## config.mk

```make
export PLATFORM = sky130hd
export DESIGN_NAME = tmwave_top
export DESIGN_NICKNAME = d
export VERILOG_FILES = /design/src/verilog/tmwave_pkg.sv /design/src/verilog/tmwave_top.sv
export SDC_FILE = /design/constraint.sdc
export NUM_CORES = 1
export LEC_CHECK = 0
export ABC_CLOCK_PERIOD_IN_PS = 3900
export BUFFER_PORTS_ARGS = -buffer_cell sky130_fd_sc_hd__buf_2
export CAP_MARGIN = 10
export CORE_MARGIN = 10
export CORE_UTILIZATION = 50
export CTS_BUF_LIST = sky130_fd_sc_hd__clkbuf_8
export DETAILED_ROUTE_END_ITERATION = 16
export PLACE_DENSITY = 0.75
export SLEW_MARGIN = 20
export SYNTH_ARGS = -nofsm -noshare
export SYNTH_HDL_FRONTEND = slang
export SYNTH_SLANG_ARGS = --single-unit
```

## constraint.sdc

```tcl
create_clock -name pclk -period 3.9 [get_ports pclk]
set_input_delay 0 -clock pclk [delete_from_list [all_inputs] [get_ports pclk]]
set_output_delay 0 -clock pclk [all_outputs]
set_load 0.005 [all_outputs]
```

## src/verilog/tmwave_pkg.sv

```systemverilog
/*
 * Package for the 8-bit timer waveform block: register map, field
 * positions, reset values, mode encodings and the pin carrier struct.
 * Assumes an APB slave with 32-bit data, one register per aligned word.
 */
package tmwave_pkg;

	// Register byte addresses
	localparam logic [7:0] ADDR_CTRL_A   = 8'h00;
	localparam logic [7:0] ADDR_CTRL_B   = 8'h04;
	localparam logic [7:0] ADDR_COUNT    = 8'h08;
	localparam logic [7:0] ADDR_CMP_A    = 8'h0C;
	localparam logic [7:0] ADDR_CMP_B    = 8'h10;
	localparam logic [7:0] ADDR_STATUS   = 8'h14;
	localparam logic [7:0] ADDR_PINCTRL  = 8'h18;

	// Field positions in waveform_ctrl_a
	localparam int POS_OM_A_HI = 7;
	localparam int POS_OM_A_LO = 6;
	localparam int POS_OM_B_HI = 5;
	localparam int POS_OM_B_LO = 4;
	// Field position in waveform_ctrl_b
	localparam int POS_WM_TOP  = 3;
	// Writable bits of waveform_ctrl_a and waveform_ctrl_b
	localparam logic [7:0] MASK_CTRL_A = 8'hF3;
	localparam logic [7:0] MASK_CTRL_B = 8'h08;
	localparam logic [7:0] RST_CTRL    = 8'h00;

	// Status bits: overflow, match A, match B (write one to clear)
	localparam int POS_OVF   = 0;
	localparam int POS_MATCH_A = 1;
	localparam int POS_MATCH_B = 2;
	// Pin control: direction A, direction B, async clock select
	localparam int POS_DIR_A = 0;
	localparam int POS_DIR_B = 1;
	localparam int POS_ASYNC = 2;

	localparam logic [7:0] CNT_MAX    = 8'hFF;
	localparam logic [7:0] CNT_BOTTOM = 8'h00;

	// Waveform mode codes
	localparam logic [2:0] WM_NORMAL  = 3'h0;
	localparam logic [2:0] WM_PC_FF   = 3'h1;
	localparam logic [2:0] WM_CTC     = 3'h2;
	localparam logic [2:0] WM_FAST_FF = 3'h3;
	localparam logic [2:0] WM_PC_CMP  = 3'h5;
	localparam logic [2:0] WM_FAST_CMP = 3'h7;

	// Output mode codes
	localparam logic [1:0] OM_OFF    = 2'h0;
	localparam logic [1:0] OM_TOGGLE = 2'h1;
	localparam logic [1:0] OM_CLEAR  = 2'h2;
	localparam logic [1:0] OM_SET    = 2'h3;

	// Pin carrier: value and output enable
	typedef struct packed {
		logic val;
		logic oe;
	} tmwave_pin_type;

endpackage : tmwave_pkg

```

## src/verilog/tmwave_top.sv

```systemverilog
/*
 * 8-bit timer with two compare channels, mode select and compare
 * output control, reached over APB.
 * Assumes pclk at 125 MHz, tick inputs synchronous to pclk.
 */
//
// Behaviour
// - Count only on tick; async tick when selected
// - Nonzero mode A lets channel A own pin
// - Drive pin only when direction bit set
// - Non-PWM A: off, toggle, clear, set
// - PWM A mode 1 toggles if top bit
// - Phase PWM A mode 1 off without top bit
// - Fast PWM A: clear/set on match, inverse TOP
// - Phase PWM A: up/down match opposite actions
// - Compare equals TOP: ignore match, act TOP
// - Nonzero mode B lets channel B own pin
// - Non-PWM B: off, toggle, clear, set
// - Fast PWM B: mode 1 reserved, else like A
// - Phase PWM B: mode 1 reserved, else like A
// - Bits 3:2 read zero; fields reset zero
// - Mode is top bit plus two low bits
// - Modes 4 and 6 reserved, undefined
// - Modes 0,2 immediate compare, flag at MAX
// - PWM buffers at TOP; flag per mode
// - Fast PWM counts up, wraps at TOP
// - Phase PWM up, hold TOP, down
`timescale 1ns/1ns
`default_nettype none

module tmwave_top
	import tmwave_pkg::*;
(
	input  wire logic                    pclk,
	input  wire logic                    presetn,
	input  wire logic                    psel,
	input  wire logic                    penable,
	input  wire logic                    pwrite,
	input  wire logic [7:0]              paddr,
	input  wire logic [31:0]             pwdata,
	output logic      [31:0]             prdata,
	output logic                         pready,
	output logic                         pslverr,
	input  wire logic                    timer_tick_enable,
	input  wire logic                    async_tick_enable,
	output tmwave_pkg::tmwave_pin_type   cmp_out_pin_a,
	output tmwave_pkg::tmwave_pin_type   cmp_out_pin_b,
	output logic [7:0]                   count_value
);
	import tmwave_pkg::*;

	logic [7:0] waveform_ctrl_a;
	logic [7:0] waveform_ctrl_b;
	logic [7:0] cmp_value_a;
	logic [7:0] cmp_value_b;
	logic [7:0] buf_cmp_a;
	logic [7:0] buf_cmp_b;
	logic [2:0] status;
	logic [2:0] pin_ctrl;
	logic       count_down;
	logic [1:0] wave;

	logic [2:0] wave_mode_field;
	logic [1:0] out_mode_chan_a;
	logic [1:0] out_mode_chan_b;
	logic       tick;
	logic       is_fast;
	logic       is_pc;
	logic       is_pwm;
	logic [7:0] top_val;
	logic       at_top;
	logic [7:0] next_count;
	logic       next_down;
	logic       ovf_ev;
	logic [1:0] match_ev;
	logic       wr_en;
	logic       rd_en;
	logic       addr_ok;

	// Mode decode
	assign wave_mode_field = {waveform_ctrl_b[POS_WM_TOP],
		waveform_ctrl_a[1:0]};
	assign out_mode_chan_a = waveform_ctrl_a[POS_OM_A_HI:POS_OM_A_LO];
	assign out_mode_chan_b = waveform_ctrl_a[POS_OM_B_HI:POS_OM_B_LO];
	// Pick the tick source; only one steps the counter per cycle
	assign tick = pin_ctrl[POS_ASYNC] ? async_tick_enable
		: timer_tick_enable;
	// Reserved modes 4 and 6 fall through as clear on match, TOP from compare A
	assign is_fast = (wave_mode_field[1:0] == 2'h3);
	assign is_pc   = (wave_mode_field[1:0] == 2'h1);
	assign is_pwm  = is_fast | is_pc;
	assign top_val = (wave_mode_field == WM_CTC || wave_mode_field[2])
		? buf_cmp_a : CNT_MAX;
	assign at_top  = (count_value == top_val);

	// Next count and slope
	always_comb begin
		next_count = count_value;
		next_down  = count_down;
		ovf_ev     = 1'b0;
		if (is_pc) begin
			if (!count_down && at_top) begin
				next_down = 1'b1;
			end else if (count_down && count_value == CNT_BOTTOM) begin
				next_down  = 1'b0;
				next_count = count_value + 8'h01;
			end else if (count_down) begin
				next_count = count_value - 8'h01;
				ovf_ev     = (count_value == 8'h01);
			end else begin
				next_count = count_value + 8'h01;
			end
		end else begin
			next_down = 1'b0;
			// Fast and CLEAR_ON_MATCH_MODE wrap at TOP; normal rolls over MAX
			if (at_top && wave_mode_field != WM_NORMAL) begin
				next_count = CNT_BOTTOM;
			end else begin
				next_count = count_value + 8'h01;
			end
			if (wave_mode_field == WM_FAST_CMP) begin
				ovf_ev = at_top;
			end else begin
				ovf_ev = (count_value == CNT_MAX);
			end
		end
	end

	// Counter; a bus write wins over counting
	always_ff @(posedge pclk or negedge presetn) begin
		if (!presetn) begin
			count_value <= 8'h00;
			count_down  <= 1'b0;
		end else if (wr_en && paddr == ADDR_COUNT) begin
			count_value <= pwdata[7:0];
		end else if (tick) begin
			count_value <= next_count;
			count_down  <= next_down;
		end
	end

	// Active compare values: immediate or loaded at TOP
	always_ff @(posedge pclk or negedge presetn) begin
		if (!presetn) begin
			buf_cmp_a <= 8'h00;
			buf_cmp_b <= 8'h00;
		end else if (!is_pwm) begin
			buf_cmp_a <= cmp_value_a;
			buf_cmp_b <= cmp_value_b;
		end else if (tick && at_top) begin
			buf_cmp_a <= cmp_value_a;
			buf_cmp_b <= cmp_value_b;
		end
	end

	// Per-channel match and waveform
	genvar ch;
	generate
		for (ch = 0; ch < 2; ch++) begin : g_chan
			logic [7:0] cmpv;
			logic [1:0] om;
			logic       hit;
			logic       ign;
			logic       next_w;
			assign cmpv = (ch == 0) ? buf_cmp_a : buf_cmp_b;
			assign om   = (ch == 0) ? out_mode_chan_a : out_mode_chan_b;
			assign hit  = tick && (count_value == cmpv);
			assign match_ev[ch] = hit;
			// Match at TOP ignored in PWM when high bit set
			assign ign = is_pwm && om[1] && (cmpv == top_val);
			always_comb begin
				next_w = wave[ch];
				if (!is_pwm) begin
					if (hit) begin
						unique case (om)
							OM_OFF:    next_w = wave[ch];
							OM_TOGGLE: next_w = ~wave[ch];
							OM_CLEAR:  next_w = 1'b0;
							OM_SET:    next_w = 1'b1;
						endcase
					end
				end else if (om == OM_TOGGLE) begin
					// Channel B has no PWM toggle; reserved code idles
					if (ch == 0 && wave_mode_field[2] && hit) begin
						next_w = ~wave[ch];
					end
				end else if (om[1] && is_fast) begin
					if (tick && at_top) begin
						next_w = ~om[0];
					end else if (hit && !ign) begin
						next_w = om[0];
					end
				end else if (om[1]) begin
					if (ign && tick && at_top) begin
						next_w = ~om[0];
					end else if (hit && !ign) begin
						next_w = count_down ? ~om[0] : om[0];
					end
				end
			end
			always_ff @(posedge pclk or negedge presetn) begin
				if (!presetn) begin
					wave[ch] <= 1'b0;
				end else begin
					wave[ch] <= next_w;
				end
			end
		end
	endgenerate

	// Pin drive: owned when mode set, enabled by direction
	always_ff @(posedge pclk or negedge presetn) begin
		if (!presetn) begin
			cmp_out_pin_a <= '0;
			cmp_out_pin_b <= '0;
		end else begin
			// PWM toggle on A needs the top bit to connect
			cmp_out_pin_a.oe <= (out_mode_chan_a != OM_OFF)
				&& !(is_pwm && out_mode_chan_a == OM_TOGGLE
				&& !wave_mode_field[2])
				&& pin_ctrl[POS_DIR_A];
			cmp_out_pin_a.val <= wave[0];
			cmp_out_pin_b.oe <= (out_mode_chan_b != OM_OFF)
				&& pin_ctrl[POS_DIR_B];
			cmp_out_pin_b.val <= wave[1];
		end
	end

	// APB decode; zero wait state
	assign addr_ok = (paddr == ADDR_CTRL_A) || (paddr == ADDR_CTRL_B)
		|| (paddr == ADDR_COUNT) || (paddr == ADDR_CMP_A)
		|| (paddr == ADDR_CMP_B) || (paddr == ADDR_STATUS)
		|| (paddr == ADDR_PINCTRL);
	assign wr_en = psel && penable && pwrite && addr_ok;
	assign rd_en = psel && !penable && !pwrite;

	// Control and compare registers
	always_ff @(posedge pclk or negedge presetn) begin
		if (!presetn) begin
			waveform_ctrl_a <= RST_CTRL;
			waveform_ctrl_b <= RST_CTRL;
			cmp_value_a     <= 8'h00;
			cmp_value_b     <= 8'h00;
			pin_ctrl        <= 3'h0;
		end else if (wr_en) begin
			unique case (paddr)
				ADDR_CTRL_A: waveform_ctrl_a <= pwdata[7:0] & MASK_CTRL_A;
				ADDR_CTRL_B: waveform_ctrl_b <= pwdata[7:0] & MASK_CTRL_B;
				ADDR_CMP_A:  cmp_value_a <= pwdata[7:0];
				ADDR_CMP_B:  cmp_value_b <= pwdata[7:0];
				ADDR_PINCTRL: pin_ctrl <= pwdata[2:0];
				default: ;
			endcase
		end
	end

	// Sticky flags; a new event wins over a write-one clear
	always_ff @(posedge pclk or negedge presetn) begin
		if (!presetn) begin
			status <= 3'h0;
		end else begin
			for (int i = 0; i < 3; i++) begin
				if ((i == POS_OVF && tick && ovf_ev)
					|| (i == POS_MATCH_A && match_ev[0])
					|| (i == POS_MATCH_B && match_ev[1])) begin
					status[i] <= 1'b1;
				end else if (wr_en && paddr == ADDR_STATUS && pwdata[i]) begin
					status[i] <= 1'b0;
				end
			end
		end
	end

	// Read data registered in setup so access phase answers at once
	always_ff @(posedge pclk or negedge presetn) begin
		if (!presetn) begin
			prdata  <= 32'h0000_0000;
			pready  <= 1'b0;
			pslverr <= 1'b0;
		end else begin
			pready  <= psel && !penable;
			pslverr <= psel && !penable && !addr_ok;
			if (rd_en) begin
				unique case (paddr)
					ADDR_CTRL_A:  prdata <= {24'h0, waveform_ctrl_a};
					ADDR_CTRL_B:  prdata <= {24'h0, waveform_ctrl_b};
					ADDR_COUNT:   prdata <= {24'h0, count_value};
					ADDR_CMP_A:   prdata <= {24'h0, cmp_value_a};
					ADDR_CMP_B:   prdata <= {24'h0, cmp_value_b};
					ADDR_STATUS:  prdata <= {29'h0, status};
					ADDR_PINCTRL: prdata <= {29'h0, pin_ctrl};
					default:      prdata <= 32'h0000_0000;
				endcase
			end
		end
	end

	// Assertions
	property p_tick_gate;
		@(posedge pclk) disable iff (!presetn)
		(!tick && !(wr_en && paddr == ADDR_COUNT)) |=> $stable(count_value);
	endproperty
	a_tick_gate: assert property (p_tick_gate)
		else $error("count moved without tick");
	property p_dir_gate;
		@(posedge pclk) disable iff (!presetn)
		!pin_ctrl[POS_DIR_A] |=> !cmp_out_pin_a.oe;
	endproperty
	a_dir_gate: assert property (p_dir_gate)
		else $error("pin A driven with input direction");
	property p_off_a;
		@(posedge pclk) disable iff (!presetn)
		(out_mode_chan_a == OM_OFF) |=> !cmp_out_pin_a.oe;
	endproperty
	a_off_a: assert property (p_off_a)
		else $error("pin A owned while disconnected");
	property p_ctc_toggle;
		@(posedge pclk) disable iff (!presetn)
		(!is_pwm && out_mode_chan_a == OM_TOGGLE && match_ev[0])
			|=> (wave[0] != $past(wave[0]));
	endproperty
	a_ctc_toggle: assert property (p_ctc_toggle)
		else $error("toggle on match missing");
	property p_fast_top;
		@(posedge pclk) disable iff (!presetn)
		(is_fast && out_mode_chan_b == OM_CLEAR && tick && at_top)
			|=> wave[1];
	endproperty
	a_fast_top: assert property (p_fast_top)
		else $error("fast PWM B not set at TOP");
	property p_fast_wrap;
		@(posedge pclk) disable iff (!presetn)
		(is_fast && tick && at_top && !wr_en) |=> (count_value == 8'h00);
	endproperty
	a_fast_wrap: assert property (p_fast_wrap)
		else $error("fast PWM did not wrap");
	property p_pc_hold;
		@(posedge pclk) disable iff (!presetn)
		(is_pc && tick && at_top && !count_down && !wr_en)
			|=> (count_down && $stable(count_value));
	endproperty
	a_pc_hold: assert property (p_pc_hold)
		else $error("phase PWM did not hold TOP");
	// Only reads carry fresh data; writes leave the last word standing
	property p_rsvd_zero;
		@(posedge pclk) disable iff (!presetn)
		(pready && psel && penable && !pwrite && paddr == ADDR_CTRL_A)
			|-> (prdata[3:2] == 2'h0);
	endproperty
	a_rsvd_zero: assert property (p_rsvd_zero)
		else $error("reserved bits read nonzero");
	property p_match;
		@(posedge pclk) disable iff (!presetn)
		(tick && count_value == buf_cmp_b) |=> status[POS_MATCH_B];
	endproperty
	a_match: assert property (p_match)
		else $error("match flag B not set");

	c_fast: cover property (@(posedge pclk) disable iff (!presetn)
		is_fast && tick && at_top);
	c_pc_turn: cover property (@(posedge pclk) disable iff (!presetn)
		is_pc && count_down && count_value == 8'h00 && tick);
	c_ovf: cover property (@(posedge pclk) disable iff (!presetn)
		tick && ovf_ev);

endmodule // tmwave_top

`default_nettype wire

```

======== Word level (Yosys, flattened, before mapping) ========
Cells that the tools add are included.
Widths: inputs -> output; s select.
word-level totals
  input bits .............................. 47
  bits in registers ....................... 94
  logic and storage cells ................. 189
  output and inout bits ................... 46
cells by class
  muxes and demuxes ....................... 51
  reductions and logical operators ........ 73
  eq/ne operators ......................... 36
  bitwise gates (word level) .............. 6
  add/subtract/negate cells ............... 2
operator list
  kind                 count
  $mux 8               12
  $pmux 8 s7           1
  $eq 8x8->1           5
  $logic_and 1x1->1    36
  $mux 1               36
  $eq 8x5->1 const B   3
  $eq 8x4->1 const B   2
  $logic_not 8->1      2
  $reduce_bool 2->1    8
  $reduce_and 2->1     6
  $reduce_and 6->1     2
  $eq 2x2->1 const B   5
  $add 8x1->8 const B  1
  $eq 8x1->1 const B   1
  $eq 8x3->1 const B   1
  $eq 8x8->1 const B   1
  $logic_not 1->1      8
  $ne 4x2->1 const B   2
  $sub 8x1->8 const B  1
  $logic_or 1x1->1     7
  $eq 2x1->1 const B   3
  $ne 2x2->1 const B   3
  $ne 3x2->1 const B   2
  $pmux 1 s3           2
  13 further kinds     18

======== Logic depth before layout (Yosys ltp) ========
  word-level depth ........................ 13
  gate-level depth with buffers ........... 11
  depth with buffers taken out ............ 9

======== Worst setup path after synthesis ========
No wires, ideal clock.
  path type ............................... register to register
  start point ............................. register count_value[1]
  end point ............................... register count_value[7]
  cell stages (with the launch flop) ...... 10
  period minus slack after synthesis ...... 2.342 ns
  library setup time ...................... 0.069 ns
  path buffers ............................ 1
  arrival time ............................ 2.273 ns
  required time ........................... 3.831 ns
  setup slack ............................. 1.558 ns
  cells stage by stage .................... dfrtp_1 -> clkbuf_1 -> inv_1 -> ha_1 -> a31oi_1 -> and2_1 -> nand2_1 -> o22ai_1 -> or3b_2 -> nand3_1
on the way
  cells in the longest elaborated chain, start to end .. 7
  elaborated cells on any way between the ends .. 16
  those cells by class .................... add/sub: 2; eq/ne: 2; mux: 7; reduce/logical: 5
ends and longest elaborated chain
  element                                      line                                                     text
  start: declaration                           tmwave_top.sv:48                                         output logic [7:0] count_value
  start signal: assignment                     tmwave_top.sv:135                                        count_value <= pwdata[7:0];
  start signal: assignment                     tmwave_top.sv:137                                        count_value <= next_count;
  $add 8x1->8 (tied with other cells)          tmwave_top.sv:106, tmwave_top.sv:111, tmwave_top.sv:119
  $mux 8 or $logic_and 1x1->1 (tied branches)  tmwave_top.sv:107, tmwave_top.sv:104
  $mux 8                                       tmwave_top.sv:104                                        end else if (count_down && count_value == CNT_BOTTOM) begin
  $mux 8                                       tmwave_top.sv:102                                        if (!count_down && at_top) begin
  $mux 8                                       tmwave_top.sv:101                                        if (is_pc) begin
  $mux 8                                       tmwave_top.sv:136                                        end else if (tick) begin
  $mux 8                                       tmwave_top.sv:134                                        end else if (wr_en && paddr == ADDR_COUNT) begin
Several ways; a longest one is shown, not always the timed one. The select of a mux whose other input is x is not followed.
A chain may end at the register's enable or synchronous reset.

======== Worst setup path after layout ========
  start point ............................. register count_value[0]
  end point ............................... register wave[0]
on the way
  cells in the longest elaborated chain, start to end .. 7
  elaborated cells on any way between the ends .. 18
  those cells by class .................... eq/ne: 5; mux: 6; reduce/logical: 7
ends and longest elaborated chain
  element                         line               text
  $eq 8x8->1                      tmwave_top.sv:94   assign at_top = (count_value == top_val);
  $logic_and 1x1->1               tmwave_top.sv:194  if (ign && tick && at_top) begin
  $mux 1                          tmwave_top.sv:194
  $mux 1                          tmwave_top.sv:193  end else if (om[1]) begin
  $mux 1                          tmwave_top.sv:187  end else if (om[1] && is_fast) begin
  $mux 1                          tmwave_top.sv:182  end else if (om == OM_TOGGLE) begin
  $mux 1                          tmwave_top.sv:173  if (!is_pwm) begin
  end signal: indexed assignment  tmwave_top.sv:205  wave[ch] <= next_w;
  end: declaration                tmwave_top.sv:61   logic [1:0] wave;
Several ways; a longest one is shown, not always the timed one. The select of a mux whose other input is x is not followed.

==> results.md <==
- Status: finished clean
- Die area: approximately 13000 um2
- Critical path arrival: about 3.3 ns
- Setup TNS: 0 ns
- Area of the multi-input gates: 2380 um2
- CTS Hold Buffers Added: 11
- Total CTS buffers: 9
- Drt pass-1 iters: 5
- GRT overflow: 0
- IO buf count: 44
- Max-Cap Viols: 0
- Clk buf depth: 2
- Final clock skew: a little over 0.009 ns
- Flops & latches, synth: 70
- Post-route DRC: 0
- IO Count: 93
- Top FF cell, synth: dfrtp_1
- CTS tree: built
- Clock Latency Late Sink: 0.36 ns
- Cell count after synthesis: approximately 440
- LEAKAGE: around 2.2 nW
- Number of flops mapped to enable cells by yosys: 0
- Die height: around 110 um
- Largest net degree at the start of global routing: 38
- First-pass GRT wire length: approximately 19000 um
- Fmax: roughly 330 MHz
- Total power: approximately 0.0019 W
- GRT Total Usage: a little under a fifth
- Final hold violation count: 0
- Final core area utilization: between 50% and 60%
- Initial antenna violation count: 0
- Vias: roughly 3700
- Setup repair bufs after CTS: 0
- Rows: 34
- Register area share after synthesis: about 40%
- CTS resizes: 0
- Syn-to-layout area delta: 11.0%
- Die Wd: ~110 um
- HP Class: in -> reg
- Worst Setup End Kind: flip-flop
- Vias/cell: 6.20
- Max-slew violation count: 0
- Layout fillers: ~710
- H-tree depth: 3
- CTS root buffer: clkbuf_8
- Vias in the first global route: about 3700
- Routability cong.: around 0.87
- Post-DP HPWL: between 9000 and 10000 um
- Routed Antenna Nets: 0
- Placed Cells: 571
- Initial Utilization: ~51%
- Most frequent cells in the layout: dfrtp_1 (70), buf_2 (44), nand2_1 (38)
- Peak supply drop: 0.000391 V
- Core area: between 8000 and 9000 um2
- Minimum clock period: approximately 3 ns
- Final net count: between 500 and 600
- Critical Path RT: around 4.2 ns
- Mean Syn Cell Area: roughly 10 um2
- Routed WL: 12200 um
- Slew @ Worst Pin: 1.06 ns
- Distinct cells, synth: 74
- CP Class: reg -> reg
- Tcrit/Tclk final: 77.5%
- PwrDens: ~380 nW/um2
- DRT iter0 DRCs: around 420
- RSZ-0062 raised after global routing: false
- Slew HR: 29.0%
- Most common cell after layout, fill and taps aside: dfrtp_1
- CP Max Fanout: 9
- Final setup viols: 0
- Antenna diodes: 0
- Syn. warnings: 0
- Sequential Area: 1750 um2
- Routed WL per cell: just over 20 um
- Worst Setup Start Kind: flip-flop
- Fin cells: ~600
- Asr flop ratio synth: 100%
- Clock-pin slew on the worst setup and hold paths: roughly 0.080 ns
- Mapped Area: 4410 um2
- Num Clock Sinks: 70
- Share of layout cells above drive strength 1: around a quarter
-- stage by stage --
stage	instance area, um2	hold slack [ns]	worst slack (ns)
3_5_place_dp	4550	0.114	1.00
5_1_grt	4900	0.0383	0.770
6_report	4900	0.0269	0.878
3_3_place_gp	4550	0.106	1.04
2_1_floorplan	4500	-0.296	1.56
4_1_cts	4900	0.0255	0.962
-- logic make-up (layout without fill, tap and decap cells) --
group                    after synthesis  in the layout  share of synthesized area, %
other                                  1             24                        0.0850
multiplexers                          45             45                          12.0
buffers and inverters                 62             85                          8.20
AND/OR/NAND/NOR                      141            141                          18.8
XOR/XNOR                              18             18                          3.58
adder cells (fa/ha/maj)                3              3                         0.851
AO/OA/AOI/OAI                        104            104                          16.7
flip-flops                            70             70                          39.7
-- report_power, final --
| group | internal (W) | switching (W) |
|---|---|---|
| clock | 0.000396 | 0.000290 |
| combinational | 0.000139 | 0.000181 |
| sequential | 0.000770 | 0.000107 |
-- critical path: stages (launching register included) --
cell and delay [ns]:
dfrtp_1 0.61, inv_1 0.24, a222oi_1 0.39, nand2_1 0.09, nor4_1 0.73, a21oi_1 0.16
a211oi_1 0.32, mux2_2 0.37
-- area by class of cell --
class                           count  area share (%)
Clock inverter                      5            1.66
Timing Repair Buffer               58            7.21
Inverter                           11           0.843
Multi-Input combinational cell    335            48.7
Sequential cell                    70            35.8
Tap cell                          108            2.76
Clock buffer                       11            3.09
-- per-layer routing --
metal	vias to the layer above	global-route usage (%)	part of all wire, %
met1	1847	22.9	41
met3	37	4.67	7.3
met4	0	9.69	4.3
li1	1652	-	-
met5	-	0	0
met2	174	29.2	48
-- final timing paths --
path | slack [ns] | endpoint | startpoint | cells past startpoint
min reg2reg | 0.42 | cmp_out_pin_a[1] | wave[0] | 0
min | 0.03 | pslverr | paddr[3] | 3
max | 0.88 | wave[0] | count_value[0] | 7
max reg2reg | 0.88 | wave[0] | count_value[0] | 7
max in group asynchronous | 2.66 | buf_cmp_b[2] | presetn | 3
min in group asynchronous | 0.24 | pslverr | presetn | 2
-- state kept, by name (all words and copies together), names as in the netlist --
| signal | flops |
|---|---|
| buf_cmp_b | 8 |
| prdata | 8 |
| pin_ctrl | 3 |
| pslverr | 1 |
| cmp_value_a | 8 |
| count_value | 8 |
| count_down | 1 |
| cmp_out_pin_b | 2 |
| pready | 1 |
| buf_cmp_a | 8 |
| wave | 2 |
| cmp_value_b | 8 |
| waveform_ctrl_a | 6 |
| cmp_out_pin_a | 2 |
| status | 3 |
| waveform_ctrl_b | 1 |
-- Yosys cell counts (5+ instances only) --
| cell | n | share of area (%) |
|---|---|---|
| buf_2 | 10 | 1.1 |
| nand2_1 | 38 | 3.2 |
| nor2b_1 | 5 | 0.71 |
| nor3_1 | 8 | 0.91 |
| nand2b_1 | 5 | 0.71 |
| buf_4 | 25 | 4.3 |
| a22oi_1 | 12 | 2.0 |
| a21oi_1 | 13 | 1.5 |
| nand3_1 | 13 | 1.5 |
| dfrtp_1 | 70 | 40 |
| or3_1 | 5 | 0.71 |
| and3_1 | 6 | 0.85 |
| clkbuf_1 | 13 | 1.1 |
| mux2_4 | 7 | 2.4 |
| inv_1 | 11 | 0.94 |
| xnor2_1 | 10 | 2.0 |
| o21ai_0 | 18 | 2.0 |
| a31oi_1 | 12 | 1.7 |
| nor2_1 | 24 | 2.0 |
| xor2_1 | 8 | 1.6 |
| mux2_2 | 36 | 9.2 |
(Power assumes the default switching activity.)
